### src/abs_pkg.sv
// Shared types and constants for the analog boundary-scan cells.
// Assumes one 10 MHz system clock that samples the scan port pins.
package abs_pkg;

  // Control cells, most significant first; bit order is the chain order.
  typedef struct packed {
    logic       comparator_power_off;
    logic       comparator_mux_select;
    logic       comparator_bandgap_enable;
    logic       gain_stage_clock;
    logic       gain_path_enable;
    logic       converter_high_speed;
    logic       negative_input_bandgap_select;
    logic       converter_power_on;
    logic       gain_stage_power_on;
    logic [9:0] dac_trial;
    logic       low_channel_bypass;
    logic       gain_ten_enable;
    logic       gain_twenty_enable;
    logic       negative_input_ground;
    logic       sample_hold;
    logic       internal_reference_select;
    logic [2:0] input_select_top;
  } abs_ctl_t;

  // Observe-only cells sit above the control cells in the chain.
  typedef struct packed {
    logic comparator_result;
    logic converter_compare;
  } abs_obs_t;

  localparam int CTL_W   = $bits(abs_ctl_t);
  localparam int OBS_W   = $bits(abs_obs_t);
  localparam int CHAIN_W = CTL_W + OBS_W;

  // Recommended idle levels, loaded into the update stage at reset.
  localparam abs_ctl_t CTL_SAFE = '{
    comparator_power_off          : 1'h1,
    comparator_mux_select         : 1'h0,
    comparator_bandgap_enable     : 1'h0,
    gain_stage_clock              : 1'h0,
    gain_path_enable              : 1'h0,
    converter_high_speed          : 1'h0,
    negative_input_bandgap_select : 1'h0,
    converter_power_on            : 1'h0,
    gain_stage_power_on           : 1'h0,
    dac_trial                     : 10'h200,
    low_channel_bypass            : 1'h1,
    gain_ten_enable               : 1'h0,
    gain_twenty_enable            : 1'h0,
    negative_input_ground         : 1'h0,
    sample_hold                   : 1'h1,
    internal_reference_select     : 1'h0,
    input_select_top              : 3'h0
  };

  // Register port.
  localparam int         ADDR_W      = 4;
  localparam int         DATA_W      = 32;
  localparam logic [3:0] ADDR_CTRL   = 4'h0;
  localparam logic [3:0] ADDR_STATUS = 4'h4;
  localparam logic [3:0] ADDR_UPDATE = 4'h8;

  localparam int CTRL_DRIVE_BIT  = 0;
  localparam int CTRL_SELECT_BIT = 1;
  localparam int CTRL_W          = 2;
  localparam int STAT_READY_BIT  = 2;
  localparam int STAT_BUSY_BIT   = 3;
  localparam int STAT_STATE_LSB  = 4;

  // Converter start-up: a dummy conversion and a settling wait.
  localparam int CLK_PERIOD_NS = 100;
  localparam int SETTLE_NS     = 200;
  localparam int SETTLE_CYC    =
    (SETTLE_NS + CLK_PERIOD_NS - 1) / CLK_PERIOD_NS;
  localparam int DUMMY_CMP     = 10;
  localparam int BUSY_CYC      =
    (DUMMY_CMP > SETTLE_CYC) ? DUMMY_CMP : SETTLE_CYC;
  localparam int CNT_W         = 4;
  localparam logic [CNT_W-1:0] BUSY_LOAD = CNT_W'(BUSY_CYC);
  localparam logic [CNT_W-1:0] CNT_ZERO  = 4'h0;

  // Test access port states, Gray coded along the data-register path.
  typedef enum logic [3:0] {
    TAP_RESET      = 4'h0,
    TAP_IDLE       = 4'h1,
    TAP_SEL_DR     = 4'h3,
    TAP_CAPTURE_DR = 4'h2,
    TAP_SHIFT_DR   = 4'h6,
    TAP_EXIT1_DR   = 4'h7,
    TAP_PAUSE_DR   = 4'h5,
    TAP_EXIT2_DR   = 4'h4,
    TAP_UPDATE_DR  = 4'hc,
    TAP_SEL_IR     = 4'hd,
    TAP_CAPTURE_IR = 4'hf,
    TAP_SHIFT_IR   = 4'he,
    TAP_EXIT1_IR   = 4'ha,
    TAP_PAUSE_IR   = 4'hb,
    TAP_EXIT2_IR   = 4'h9,
    TAP_UPDATE_IR  = 4'h8
  } abs_tap_t;

endpackage : abs_pkg

### src/abs_scan_cells.sv
// Boundary-scan cells on the digital/analog edge of the comparator and
// the converter, with a small register port for software.
// Assumes scan pins are asynchronous and sampled by the 10 MHz clock,
// and that the functional control values come from logic on ref_clk_i.
//
// Notes on behaviour
// - Every analog control and observe signal has a cell.
// - Comparator-off high powers comparator down; idle 1.
// - Comparator result observed, forwarded, reads 0 idle; only the forwarded output is masked, cell and status read it raw.
// - Mux select routes converter mux; idle 0.
// - Gain-stage clock driven by scan; idle 0.
// - Gain path enable high connects stages; idle 0.
// - High-speed input speeds comparator; idle 0.
// - Bandgap as negative comparator input; idle 0.
// - Converter power-on high powers converter; idle 0.
// - Gain-stage power-on powers amplifiers; idle 0.
// - Ten-bit trial value; idle is 0x200.
// - Channels 0 to 3 bypass gain; idle 1.
// - Ground negative comparator input; idle 0.
// - Sample when low, hold when high; idle 1.
// - Bandgap as converter reference; idle 0.
// - Converter enable starts ten-comparison dummy conversion.
//
// Added by the designer: the address map and the plain strobed port.
`timescale 1ns/1ns
module abs_scan_cells (
  input  wire logic                        ref_clk_i,
  input  wire logic                        reset_i,
  input  wire logic                        tck_i,
  input  wire logic                        tms_i,
  input  wire logic                        tdi_i,
  output logic                             tdo_o,
  output logic                             tdo_oe_n_o,
  input  wire abs_pkg::abs_ctl_t           func_ctl_i,
  input  wire abs_pkg::abs_obs_t           ana_obs_i,
  output abs_pkg::abs_ctl_t                analog_ctl_o,
  output logic                             comparator_result_o,
  output logic                             converter_ready_o,
  input  wire logic [abs_pkg::ADDR_W-1:0]  reg_addr_i,
  input  wire logic [abs_pkg::DATA_W-1:0]  reg_wdata_i,
  input  wire logic                        reg_wr_i,
  input  wire logic                        reg_rd_i,
  output logic      [abs_pkg::DATA_W-1:0]  reg_rdata_o
);

  localparam int CW = abs_pkg::CHAIN_W;
  localparam int KW = abs_pkg::CTL_W;

  // Scan port strobes in the system clock domain.
  logic              capture;
  logic              shift;
  logic              update;
  logic              tck_fall;
  logic              tdi_s;
  abs_pkg::abs_tap_t tap_state;

  abs_tap u_tap (
    .ref_clk_i  (ref_clk_i),
    .reset_i    (reset_i),
    .tck_i      (tck_i),
    .tms_i      (tms_i),
    .tdi_i      (tdi_i),
    .capture_o  (capture),
    .shift_o    (shift),
    .update_o   (update),
    .tck_fall_o (tck_fall),
    .tdi_o      (tdi_s),
    .state_o    (tap_state)
  );

  // Analog outputs are not on this clock, so they are synchronised.
  abs_pkg::abs_obs_t obs_s;

  abs_sync #(.W(abs_pkg::OBS_W)) u_obs_sync (
    .ref_clk_i (ref_clk_i),
    .reset_i   (reset_i),
    .async_i   (ana_obs_i),
    .sync_o    (obs_s)
  );

  // Control and status state.
  logic [abs_pkg::CTRL_W-1:0]  ctrl_r;
  logic [CW-1:0]               chain_r;
  logic [CW-1:0]               chain_nxt;
  abs_pkg::abs_ctl_t           update_r;
  abs_pkg::abs_ctl_t           update_nxt;
  abs_pkg::abs_ctl_t           analog_r;
  abs_pkg::abs_ctl_t           analog_nxt;
  logic                        tdo_r;
  logic                        tdo_nxt;
  logic                        tdo_oe_n_r;
  logic                        tdo_oe_n_nxt;
  logic                        result_r;
  logic                        result_nxt;
  logic                        pwr_q_r;
  logic [abs_pkg::CNT_W-1:0]   busy_cnt_r;
  logic [abs_pkg::CNT_W-1:0]   busy_cnt_nxt;
  logic                        ready_r;
  logic                        ready_nxt;
  logic [abs_pkg::DATA_W-1:0]  rdata_r;
  logic [abs_pkg::DATA_W-1:0]  rdata_nxt;

  // Register decode.
  wire sel_ctrl   = reg_addr_i == abs_pkg::ADDR_CTRL;
  wire sel_status = reg_addr_i == abs_pkg::ADDR_STATUS;
  wire sel_update = reg_addr_i == abs_pkg::ADDR_UPDATE;
  wire wr_ctrl    = reg_wr_i && sel_ctrl;
  wire wr_update  = reg_wr_i && sel_update;

  wire chain_sel  = ctrl_r[abs_pkg::CTRL_SELECT_BIT];
  wire scan_drive = ctrl_r[abs_pkg::CTRL_DRIVE_BIT];

  // Cells see the port only while software has the chain selected.
  wire do_capture = capture && chain_sel;
  wire do_shift   = shift && chain_sel;
  wire do_update  = update && chain_sel;

  // Parallel capture word: observe cells on top, then control cells.
  // Control cells capture what the digital side currently asks for.
  wire [CW-1:0] capture_word = {obs_s, func_ctl_i};

  // One general cell per chain bit: capture, shift toward the output.
  genvar gi;
  generate
    for (gi = 0; gi < CW; gi++) begin : g_cell
      wire shift_in;
      // The last cell takes the scan input; no chain bit sits above it.
      if (gi == CW - 1) begin : g_top
        assign shift_in = tdi_s;
      end else begin : g_low
        assign shift_in = chain_r[gi + 1];
      end
      assign chain_nxt[gi] = do_capture ? capture_word[gi] :
                             do_shift   ? shift_in :
                                          chain_r[gi];
    end
  endgenerate

  // The update stage changes only on update, so analog controls never
  // see the ripple of a shift in progress. Software may preload it.
  assign update_nxt = do_update ? abs_pkg::abs_ctl_t'(chain_r[KW-1:0]) :
                      wr_update ? abs_pkg::abs_ctl_t'(reg_wdata_i[KW-1:0]) :
                                  update_r;

  // Analog controls follow the scan update stage when scan drives them.
  assign analog_nxt = scan_drive ? update_r :
                                   func_ctl_i;

  // The comparator result goes to the program; it is held low from the cycle
  // after the comparator is powered down.
  assign result_nxt = obs_s.comparator_result &
                      ~analog_r.comparator_power_off;

  // Converter start-up: a dummy conversion of ten comparisons or the
  // settling time, whichever is longer, before the converter is ready.
  wire pwr_on   = analog_r.converter_power_on;
  wire pwr_rise = pwr_on & ~pwr_q_r;
  wire busy     = busy_cnt_r != abs_pkg::CNT_ZERO;
  assign busy_cnt_nxt =
    !pwr_on  ? abs_pkg::CNT_ZERO :
    pwr_rise ? abs_pkg::BUSY_LOAD :
    busy     ? busy_cnt_r - 4'h1 :
               busy_cnt_r;
  assign ready_nxt = pwr_on && !pwr_rise &&
                     (busy_cnt_nxt == abs_pkg::CNT_ZERO);

  // Test data out changes on the falling test clock during shifting and
  // floats otherwise, so other chains can share the pin.
  wire in_shift   = chain_sel && (tap_state == abs_pkg::TAP_SHIFT_DR);
  wire tdo_launch = tck_fall && in_shift;
  assign tdo_nxt      = tdo_launch ? chain_r[0] : tdo_r;
  assign tdo_oe_n_nxt = tck_fall ? ~in_shift : tdo_oe_n_r;

  // Read data. Status fields sit at their named bit positions; spare
  // bits read as zero so later additions stay compatible.
  localparam int SL = abs_pkg::STAT_STATE_LSB;
  localparam int SW = $bits(abs_pkg::abs_tap_t);

  wire [abs_pkg::DATA_W-1:0] status_word;
  wire [abs_pkg::DATA_W-1:0] ctrl_word;
  wire [abs_pkg::DATA_W-1:0] update_word;

  assign status_word[abs_pkg::OBS_W-1:0]      = obs_s;
  assign status_word[abs_pkg::STAT_READY_BIT] = ready_r;
  assign status_word[abs_pkg::STAT_BUSY_BIT]  = busy;
  assign status_word[SL+SW-1:SL]              = tap_state;
  assign status_word[abs_pkg::DATA_W-1:SL+SW] = '0;
  assign ctrl_word =
    {{(abs_pkg::DATA_W - abs_pkg::CTRL_W){1'h0}}, ctrl_r};
  assign update_word =
    {{(abs_pkg::DATA_W - KW){1'h0}}, update_r};

  assign rdata_nxt =
    !reg_rd_i  ? '0 :
    sel_ctrl   ? ctrl_word :
    sel_status ? status_word :
    sel_update ? update_word :
                 '0;

  // Software selects the chain and the drive source here.
  always_ff @(posedge ref_clk_i) begin
    if (reset_i) begin
      ctrl_r <= '0;
    end else if (wr_ctrl) begin
      ctrl_r <= reg_wdata_i[abs_pkg::CTRL_W-1:0];
    end
  end

  // The chain holds its value between test clock edges.
  always_ff @(posedge ref_clk_i) begin
    if (reset_i) begin
      chain_r <= '0;
    end else begin
      chain_r <= chain_nxt;
    end
  end

  // Both stages leave reset at the recommended idle levels; the analog stage
  // then follows func_ctl_i from the next cycle unless software selects scan drive.
  always_ff @(posedge ref_clk_i) begin
    if (reset_i) begin
      update_r <= abs_pkg::CTL_SAFE;
    end else begin
      update_r <= update_nxt;
    end
  end

  always_ff @(posedge ref_clk_i) begin
    if (reset_i) begin
      analog_r <= abs_pkg::CTL_SAFE;
    end else begin
      analog_r <= analog_nxt;
    end
  end

  always_ff @(posedge ref_clk_i) begin
    if (reset_i) begin
      tdo_r <= 1'h0;
    end else begin
      tdo_r <= tdo_nxt;
    end
  end

  always_ff @(posedge ref_clk_i) begin
    if (reset_i) begin
      tdo_oe_n_r <= 1'h1;
    end else begin
      tdo_oe_n_r <= tdo_oe_n_nxt;
    end
  end

  // Observe path toward the running program.
  always_ff @(posedge ref_clk_i) begin
    if (reset_i) begin
      result_r <= 1'h0;
    end else begin
      result_r <= result_nxt;
    end
  end

  // Start-up state restarts on every power cycle of the converter.
  always_ff @(posedge ref_clk_i) begin
    if (reset_i) begin
      pwr_q_r <= 1'h0;
    end else begin
      pwr_q_r <= pwr_on;
    end
  end

  always_ff @(posedge ref_clk_i) begin
    if (reset_i) begin
      busy_cnt_r <= abs_pkg::CNT_ZERO;
    end else begin
      busy_cnt_r <= busy_cnt_nxt;
    end
  end

  always_ff @(posedge ref_clk_i) begin
    if (reset_i) begin
      ready_r <= 1'h0;
    end else begin
      ready_r <= ready_nxt;
    end
  end

  // Read data stand for one cycle only and are zero otherwise.
  always_ff @(posedge ref_clk_i) begin
    if (reset_i) begin
      rdata_r <= '0;
    end else begin
      rdata_r <= rdata_nxt;
    end
  end

  assign tdo_o               = tdo_r;
  assign tdo_oe_n_o          = tdo_oe_n_r;
  assign analog_ctl_o        = analog_r;
  assign comparator_result_o = result_r;
  assign converter_ready_o   = ready_r;
  assign reg_rdata_o         = rdata_r;

endmodule : abs_scan_cells

### src/abs_sync.sv
// Two-flop synchroniser for a vector of unrelated levels.
// Assumes the inputs come from outside the ref_clk_i domain.
`timescale 1ns/1ns
module abs_sync #(
  parameter int W = 1
) (
  input  wire logic         ref_clk_i,
  input  wire logic         reset_i,
  input  wire logic [W-1:0] async_i,
  output logic      [W-1:0] sync_o
);

  logic [W-1:0] meta_r;
  logic [W-1:0] sync_r;

  always_ff @(posedge ref_clk_i) begin
    if (reset_i) begin
      meta_r <= '0;
      sync_r <= '0;
    end else begin
      meta_r <= async_i;
      sync_r <= meta_r;
    end
  end

  assign sync_o = sync_r;

endmodule : abs_sync

### src/abs_tap.sv
// Test access port state machine run from sampled scan pins.
// Assumes the test clock is much slower than ref_clk_i (8x or more).
`timescale 1ns/1ns
module abs_tap (
  input  wire logic              ref_clk_i,
  input  wire logic              reset_i,
  input  wire logic              tck_i,
  input  wire logic              tms_i,
  input  wire logic              tdi_i,
  output logic                   capture_o,
  output logic                   shift_o,
  output logic                   update_o,
  output logic                   tck_fall_o,
  output logic                   tdi_o,
  output abs_pkg::abs_tap_t      state_o
);

  logic [2:0]        pins_s;
  logic              tck_s;
  logic              tms_s;
  logic              tck_q_r;
  logic              tck_rise;
  abs_pkg::abs_tap_t state_r;
  abs_pkg::abs_tap_t state_nxt;

  abs_sync #(.W(3)) u_sync (
    .ref_clk_i (ref_clk_i),
    .reset_i   (reset_i),
    .async_i   ({tck_i, tms_i, tdi_i}),
    .sync_o    (pins_s)
  );

  assign tck_s      = pins_s[2];
  assign tms_s      = pins_s[1];
  assign tdi_o      = pins_s[0];
  assign tck_rise   = tck_s & ~tck_q_r;
  assign tck_fall_o = ~tck_s & tck_q_r;

  // Cells act on the test clock edges seen in the sampled domain.
  assign capture_o = tck_rise && (state_r == abs_pkg::TAP_CAPTURE_DR);
  assign shift_o   = tck_rise && (state_r == abs_pkg::TAP_SHIFT_DR);
  assign update_o  = tck_fall_o && (state_r == abs_pkg::TAP_UPDATE_DR);
  assign state_o   = state_r;

  always_comb begin
    state_nxt = state_r;
    unique case (state_r)
      abs_pkg::TAP_RESET:
        state_nxt = tms_s ? abs_pkg::TAP_RESET : abs_pkg::TAP_IDLE;
      abs_pkg::TAP_IDLE:
        state_nxt = tms_s ? abs_pkg::TAP_SEL_DR : abs_pkg::TAP_IDLE;
      abs_pkg::TAP_SEL_DR:
        state_nxt = tms_s ? abs_pkg::TAP_SEL_IR : abs_pkg::TAP_CAPTURE_DR;
      abs_pkg::TAP_CAPTURE_DR:
        state_nxt = tms_s ? abs_pkg::TAP_EXIT1_DR : abs_pkg::TAP_SHIFT_DR;
      abs_pkg::TAP_SHIFT_DR:
        state_nxt = tms_s ? abs_pkg::TAP_EXIT1_DR : abs_pkg::TAP_SHIFT_DR;
      abs_pkg::TAP_EXIT1_DR:
        state_nxt = tms_s ? abs_pkg::TAP_UPDATE_DR : abs_pkg::TAP_PAUSE_DR;
      abs_pkg::TAP_PAUSE_DR:
        state_nxt = tms_s ? abs_pkg::TAP_EXIT2_DR : abs_pkg::TAP_PAUSE_DR;
      abs_pkg::TAP_EXIT2_DR:
        state_nxt = tms_s ? abs_pkg::TAP_UPDATE_DR : abs_pkg::TAP_SHIFT_DR;
      abs_pkg::TAP_UPDATE_DR:
        state_nxt = tms_s ? abs_pkg::TAP_SEL_DR : abs_pkg::TAP_IDLE;
      abs_pkg::TAP_SEL_IR:
        state_nxt = tms_s ? abs_pkg::TAP_RESET : abs_pkg::TAP_CAPTURE_IR;
      abs_pkg::TAP_CAPTURE_IR:
        state_nxt = tms_s ? abs_pkg::TAP_EXIT1_IR : abs_pkg::TAP_SHIFT_IR;
      abs_pkg::TAP_SHIFT_IR:
        state_nxt = tms_s ? abs_pkg::TAP_EXIT1_IR : abs_pkg::TAP_SHIFT_IR;
      abs_pkg::TAP_EXIT1_IR:
        state_nxt = tms_s ? abs_pkg::TAP_UPDATE_IR : abs_pkg::TAP_PAUSE_IR;
      abs_pkg::TAP_PAUSE_IR:
        state_nxt = tms_s ? abs_pkg::TAP_EXIT2_IR : abs_pkg::TAP_PAUSE_IR;
      abs_pkg::TAP_EXIT2_IR:
        state_nxt = tms_s ? abs_pkg::TAP_UPDATE_IR : abs_pkg::TAP_SHIFT_IR;
      abs_pkg::TAP_UPDATE_IR:
        state_nxt = tms_s ? abs_pkg::TAP_SEL_DR : abs_pkg::TAP_IDLE;
    endcase
  end

  always_ff @(posedge ref_clk_i) begin
    if (reset_i) begin
      tck_q_r <= 1'h0;
      state_r <= abs_pkg::TAP_RESET;
    end else begin
      tck_q_r <= tck_s;
      if (tck_rise) begin
        state_r <= state_nxt;
      end
    end
  end

endmodule : abs_tap

### config.mk
export PLATFORM = sky130hd
export DESIGN_NAME = abs_scan_cells
export DESIGN_NICKNAME = d
export VERILOG_FILES = /design/src/abs_pkg.sv /design/src/abs_scan_cells.sv /design/src/abs_sync.sv /design/src/abs_tap.sv
export SDC_FILE = /design/constraint.sdc
export NUM_CORES = 1
export LEC_CHECK = 0
export BUFFER_PORTS_ARGS = -buffer_cell sky130_fd_sc_hd__buf_2
export CAP_MARGIN = 20
export CELL_PAD_IN_SITES_DETAIL_PLACEMENT = 1
export CELL_PAD_IN_SITES_GLOBAL_PLACEMENT = 2
export CORE_ASPECT_RATIO = 1.25
export CORE_MARGIN = 4
export CORE_UTILIZATION = 34
export DETAILED_ROUTE_END_ITERATION = 12
export PLACE_DENSITY = 0.89
export SLEW_MARGIN = 20
export SYNTH_ARGS = -nofsm -noshare
export SYNTH_HDL_FRONTEND = slang
export SYNTH_SLANG_ARGS = --single-unit
### constraint.sdc
create_clock -name ref_clk_i -period 2.4 [get_ports ref_clk_i]
set_input_delay 0.12 -clock ref_clk_i [delete_from_list [all_inputs] [get_ports ref_clk_i]]
set_output_delay 0.12 -clock ref_clk_i [all_outputs]
set_load 0.02 [all_outputs]
==> run_results.csv, run 1 <==
group,metric,value,unit
setup_path,crit_type,"reg2reg",
setup_path,worst-path-buf-inv,1,
logic_synthesis,synthCells,587,
setup_path,path_cells,"inv_1 > ha_1 > or3b_2 > mux2_2 > nand2_1 > nor4_1",
power_and_ir_drop,ir_drop,0.000399,V
floorplanning,die_w,123,microns
power_and_ir_drop,powerDensity,799,nW/um^2
floorplanning,die_y,151,microns
finish,instances_no_fill,980,
routing,drt_pass1_iterations,4,
outcome,outcome,"finished clean",
cts,cts.clk_slew.worst_paths,0.06,ns
routing,drt_drc_violations_left,0,
global_routing,grt_overflow,0,
sta,setup_viol,0,
floorplanning,dieArea,18500,sq um
finish,seq_area,2810,sq um
setup_path,crit_family,"simple AND/OR/NAND/NOR gates",
logic_synthesis,synth_edf_count,0,
setup_path,crit_start,"busy_cnt_r[0]$_SDFF_PP0_",
floorplanning,core_area,16100,sq um
cts,cts_resized,0,
finish,n_fill_cell,1878,
logic_synthesis,seq_area_frac_synth,0.502,
placed_design,place_congestion,0.763,
routing,wl,16900,microns
routing,met3_length,627,microns
floorplanning,io_pins,137,
setup_path,rrSetupSlack,0.59,ns
logic_synthesis,yosysWarnings,0,
sta,skew,0.00890,ns
sta,drv_slew,0,
routing,route.met2.wl,8940,microns
setup_path,arrival,2.14,ns
sta,clock.fmax,0.554,GHz
routing,drt-initial-drc-count,265,
setup_path,path_max_fanout,6,
global_routing,track_usage,0.186,
finish,drive_above_1_share,0.238,
setup_path,r2r_start,"busy_cnt_r[0]$_SDFF_PP0_",
cts,cts_made_buffers,17,
cts,clock_latency,0.42,ns
logic_synthesis,synth_flop_cell,"dfxtp_1",
placed_design,dpl.hpwl,11300,microns
global_routing,grt_pass1_wl,26500,microns
setup_path,r2r-end,"converter_ready_o$_SDFF_PP0_",
cts,clock-sinks,140,
sta,worstMarginPinSlew,0.782,ns
power_and_ir_drop,leakage,3.08,nW
routing,detail-route-antenna-nets,0,
finish,layout_commonest_cell,"dfxtp_1",
placed_design,place_inst,896,
finish,mostFrequentLayoutCells,"dfxtp_1 (138), buf_2 (127), nor2_1 (94)",
cts,clockRootBuffer,"clkbuf_16",
cts,cts_tree,"done",
global_routing,grt_pass1_vias,5159,
routing,viasPerCell,5.00,
min_path,hp-class,"in2reg",
routing,highest_layer,"met5",
power_and_ir_drop,power,0.00610,W
floorplanning,num_rows,52,
sta,max-slew-margin-rel,0.478,
finish,diodes,0,
routing,wl_per_cell,17.2,microns
routing,vias,4900,
global_routing,grt_max_degree,61,
setup_path,max_stage_delay,0.52,ns
sta,hold_viol,0,
placed_design,port_buffers,128,
logic_synthesis,avgSynthCellArea,9.51,sq um
setup_path,cp_slowest_cell,"or3b_2",
cts,cts.path.max_buffers,2,
setup_path,cp_num_cells,6,
logic_synthesis,synthDistinctLibCells,50,
logic_synthesis,ys_seq_elements,140,
global_routing,grt_antenna_before_repair,1,
setup_path,rr_worst_depth,6,
floorplanning,start_util,0.346,
cts,htree_levels,4,
setup_path,crit_path_end,"converter_ready_o$_SDFF_PP0_",
finish,multi_input_area,2510,sq um
cts,postCtsSetupBuffers,0,
cts,cts_hold_buf,51,
job,cap_violations,0,
setup_path,end_kind,"register",
finish,syn_to_final_growth,36.7,%
sta,fin_tns_setup,0,ns
logic_synthesis,synthArstFlopShare,0,
sta,rsz0062_at_grt,"false",
sta,min_period_over_period,0.752,
logic_synthesis,syn_area,5580,sq um
routing,wl_met1,6940,microns
sta,fin_crit,1.81,ns
setup_path,crit_path_start_kind,"register",
finish,num-nets-final,825,
setup_path,cp.required,2.74,ns
==> report_power, final <==
group          internal (W)  switching (W)
combinational      0.000178       0.000203
clock               0.00232        0.00100
sequential          0.00237      0.0000260
==> registers in the layout, summed over array words and instances, names as in the netlist, 2 cells and up <==
| signal | count |
|---|---|
| chain_r | 30 |
| reg_rdata_o | 28 |
| update_r | 28 |
| analog_ctl_o | 27 |
| busy_cnt_r | 4 |
| u_tap.state_o | 4 |
| u_tap.u_sync.meta_r | 3 |
| u_tap.u_sync.sync_o | 3 |
| ctrl_r | 2 |
| u_obs_sync.meta_r | 2 |
| u_obs_sync.sync_o | 2 |
==> worst min-delay path: cells and delay by family <==
| kind | cells | cell delay [ns] |
|---|---|---|
| simple gates | 1 | 0.06 |
| compound gates | 1 | 0.09 |
| buf+inv | 1 | 0.11 |
==> synthesized netlist by cell type, types with 2 or more instances <==
master	instances	area, sq um
a311oi_1	23	201
a22oi_1	6	45.0
xnor2_1	2	17.5
dfxtp_1	140	2800
buf_6	3	33.8
buf_1	2	7.51
nand3b_1	2	15.0
a211oi_1	35	263
nand2b_1	6	37.5
inv_1	6	22.5
a311oi_2	2	30.0
clkbuf_2	2	10.0
nand4_1	2	12.5
and3_1	7	43.8
a211o_1	5	43.8
and2_1	22	138
buf_2	17	85.1
o21ai_0	6	30.0
buf_4	5	37.5
nand2_1	30	113
clkbuf_1	22	82.6
a21oi_1	12	60.1
nor4b_1	2	17.5
nor4_1	2	12.5
nor2_1	94	353
o21bai_1	4	30.0
nand3_1	26	130
o221a_2	2	22.5
nor3b_1	2	15.0
nor3_1	4	20.0
mux2i_1	56	561
nor2b_1	20	125
==> kinds of logic after synthesis <==
family          after synthesis  share of synthesized area
simple gates                227                      0.199
flops                       140                      0.502
compound gates              102                      0.141
mux                          57                      0.102
buf+inv                      57                     0.0500
xor+xnor                      2                    0.00314
fa+ha+maj                     1                    0.00224
other cells                   1                   0.000672
==> metrics by stage <==
step | setup slack, ns | utilization | hold slack (ns) | area (sq um)
global placement | 0.592 | 0.394 | 0.334 | 6360
floorplan | 0.749 | - | 0.248 | 5590
global route | 0.461 | 0.473 | 0.0264 | 7630
CTS | 0.570 | 0.472 | 0.00243 | 7620
detailed placement | 0.504 | 0.394 | 0.338 | 6360
finish | 0.595 | 0.473 | 0.0153 | 7630
==> worst min-delay path by stage <==
stage | from | end | slack (ns) | cells after the start
2_1_floorplan | ana_obs_i[0] | u_obs_sync.meta_r[0]$_SDFF_PP0_ | 0.25 | 1
3_3_place_gp | tms_i | u_tap.u_sync.meta_r[1]$_SDFF_PP0_ | 0.33 | 2
3_5_place_dp | ana_obs_i[1] | u_obs_sync.meta_r[1]$_SDFF_PP0_ | 0.34 | 2
4_1_cts | reg_wdata_i[5] | update_r[5]$_SDFFE_PP0P_ | 0.002 | 3
5_1_grt | reg_wdata_i[7] | update_r[7]$_SDFFE_PP0P_ | 0.03 | 3
6_report | reg_wdata_i[7] | update_r[7]$_SDFFE_PP0P_ | 0.02 | 3
==> layout make-up <==
cell class	instances	share of cell area
well taps	216	0.0354
clock buffers	21	0.0603
multi-input cells	393	0.329
repair buffers	193	0.167
inverters	6	0.00295
flip-flops and latches	140	0.368
clock inverters	11	0.0374
==> per-layer routing <==
metal / GRT usage / vias up
li1: - / 2390
met1: 0.205 / 2368
met2: 0.339 / 106
met3: 0.0445 / 34
met4: 0.0790 / 2
met5: 0 / -
No activity file was read; power rests on OpenSTA's default activity.
==> inputs of run 2 (changes only) <==
- CORE_UTILIZATION: 34 -> 32
- PLACE_DENSITY: 0.89 -> 0.85
- clock period: 2.4 -> 1.7 ns (I/O delays scaled with it)
==> run 2 against run 1 <==
Against the previous run:
- the run now ends with negative setup slack left
- combinational power grew 51%
- worst setup slack worse by 0.60 ns
- wire length is 3.3% higher
- critical path depth did not move
- sequential power grew 41%
- global-route usage decreased by 0.59 points
- non-clock buffer count grew 15
- clock power up 16%
- power increased by 28%
- worst hold slack improved by 0.0078 ns
- flip-flop and latch count stayed put
- largest cell class unchanged
==> run_results.csv, run 2 (same netlist as run 1, synthesis figures left out) <==
group,metric,value,unit
global_routing,grt_pass1_vias,5324,
finish,instances_no_fill,999,
floorplanning,start_util,0.329,
cts,htree_levels,4,
sta,skew,0.00792,ns
sta,hold_viol,0,
power_and_ir_drop,ir_drop,0.000577,V
floorplanning,io_pins,137,
finish,seq_area,2810,sq um
routing,drt_pass1_iterations,4,
routing,vias,4980,
cts,cts_tree,"done",
setup_path,cp.required,2.02,ns
placed_design,place_congestion,0.766,
finish,diodes,0,
finish,num-nets-final,840,
global_routing,grt_pass1_wl,28200,microns
routing,drt_drc_violations_left,0,
cts,cts_made_buffers,17,
setup_path,path_max_fanout,5,
cts,clock-sinks,140,
finish,mostFrequentLayoutCells,"dfxtp_1 (137), buf_2 (127), nor2_1 (94)",
finish,syn_to_final_growth,38.1,%
floorplanning,core_area,17000,sq um
routing,viasPerCell,4.98,
placed_design,port_buffers,128,
cts,clockRootBuffer,"clkbuf_16",
outcome,outcome,"complete, but fails checks",
global_routing,grt_max_degree,62,
floorplanning,die_y,156,microns
setup_path,cp_slowest_cell,"or3b_4",
outcome,violations,"negative setup slack",
placed_design,dpl.hpwl,11800,microns
power_and_ir_drop,powerDensity,1010,nW/um^2
finish,utilization,0.454,
routing,wl_per_cell,17.5,microns
setup_path,crit_family,"simple AND/OR/NAND/NOR gates",
min_path,hp-class,"in2reg",
floorplanning,num_rows,53,
setup_path,max_stage_delay,0.40,ns
cts,clock_latency,0.42,ns
floorplanning,die_w,126,microns
sta,setup_viol,1,
sta,clock.fmax,0.587,GHz
job,cap_violations,0,
routing,drt-initial-drc-count,305,
finish,n_fill_cell,2019,
routing,wl,17500,microns
sta,min_period_over_period,1.00,
global_routing,grt_overflow,0,
floorplanning,dieArea,19600,sq um
global_routing,track_usage,0.180,
sta,drv_slew,0,
finish,largest_reg_flops,30,
global_routing,grt_antenna_before_repair,0,
cts,cts.path.max_buffers,2,
setup_path,crit_type,"reg2reg",
finish,top_register,"chain_r",
cts,cts.clk_slew.worst_paths,0.06,ns
setup_path,end_kind,"register",
setup_path,arrival,2.02,ns
setup_path,path_cells,"inv_1 > ha_2 > or3b_4 > mux2_4 > nand2_2 > nor4_4",
finish,layout_commonest_cell,"dfxtp_1",
placed_design,place_inst,909,
finish,multi_input_area,2540,sq um
setup_path,worst-path-buf-inv,1,
sta,finalWorstSetupSlack,-0.00428,ns
setup_path,crit_path_start_kind,"register",
setup_path,rrSetupSlack,-0.004,ns
finish,drive_above_1_share,0.252,
sta,fin_crit,1.70,ns
power_and_ir_drop,leakage,3.12,nW
routing,detail-route-antenna-nets,0,
[run 2: cell count changes in the layout (fill, tap and decap cells not counted), moves of 3 or more]
cell and change:
buf_12 +4, buf_4 +6, bufinv_16 -6, clkinv_2 +3, dlygate4sd3_1 +5
[run 2: path summary, 6_finish.rpt]
path | start | endpoint | cells after the start
worst min-delay path | func_ctl_i[18] | chain_r[18]$_SDFFE_PP0P_ | 3
worst max register to register | busy_cnt_r[0]$_SDFF_PP0_ | converter_ready_o$_SDFF_PP0_ | 6
worst max-delay path | busy_cnt_r[0]$_SDFF_PP0_ | converter_ready_o$_SDFF_PP0_ | 6
worst min register to register | u_tap.u_sync.meta_r[1]$_SDFF_PP0_ | u_tap.u_sync.sync_o[1]$_SDFF_PP0_ | 1
[run 2: worst register-to-register path, stage by stage (launching register included)]
cell and delay (ns):
dfxtp_4 0.36, inv_1 0.06, ha_2 0.19, or3b_4 0.40, mux2_4 0.22, nand2_2 0.07
nor4_4 0.30
[run 2: where the power goes]
part	internal (W)	leakage, nW	switching, W
combinational	0.000273	1.69	0.000302
clock	0.00242	0.296	0.00142
sequential	0.00335	1.14	0.0000350
total	0.00604	3.12	0.00176
[run 2: metrics by stage]
stage                     total power [W]  hold slack [ns]  setup TNS, ns  setup slack (ns)  instance area (sq um)
after floorplan                   0.00370            0.213              0            0.0489                   5590
after global placement            0.00390            0.300              0             0.119                   6490
after detailed placement          0.00392            0.302         -0.105            -0.105                   6490
after CTS                         0.00789          0.00595              0            0.0234                   7680
after global routing              0.00809           0.0388        -0.0319           -0.0319                   7710
final                             0.00780           0.0231       -0.00428          -0.00428                   7710
[run 2: layout make-up]
| type | instances | area share |
|---|---|---|
| clock buffers | 22 | 0.0615 |
| clock inverters | 10 | 0.0179 |
| inverters | 6 | 0.00292 |
| multi-input cells | 393 | 0.329 |
| flip-flops and latches | 140 | 0.365 |
| well taps | 220 | 0.0357 |
| repair buffers | 208 | 0.188 |
[run 2: repair_timing]
action	in CTS	in global routing
resized for setup	2	6
setup endpoints to repair	1	1
hold endpoints to repair	56	0
hold buffers	57	0
setup buffers	0	1
pin swaps	1	1
[run 2: layer usage]
| metal | wire length, microns | up-vias | track usage |
|---|---|---|---|
| met3 | 693 | 20 | 0.0462 |
| met5 | 0 | - | 0 |
| met2 | 9350 | 101 | 0.335 |
| met4 | 308 | 0 | 0.0654 |
| li1 | - | 2424 | - |
| met1 | 7100 | 2435 | 0.197 |
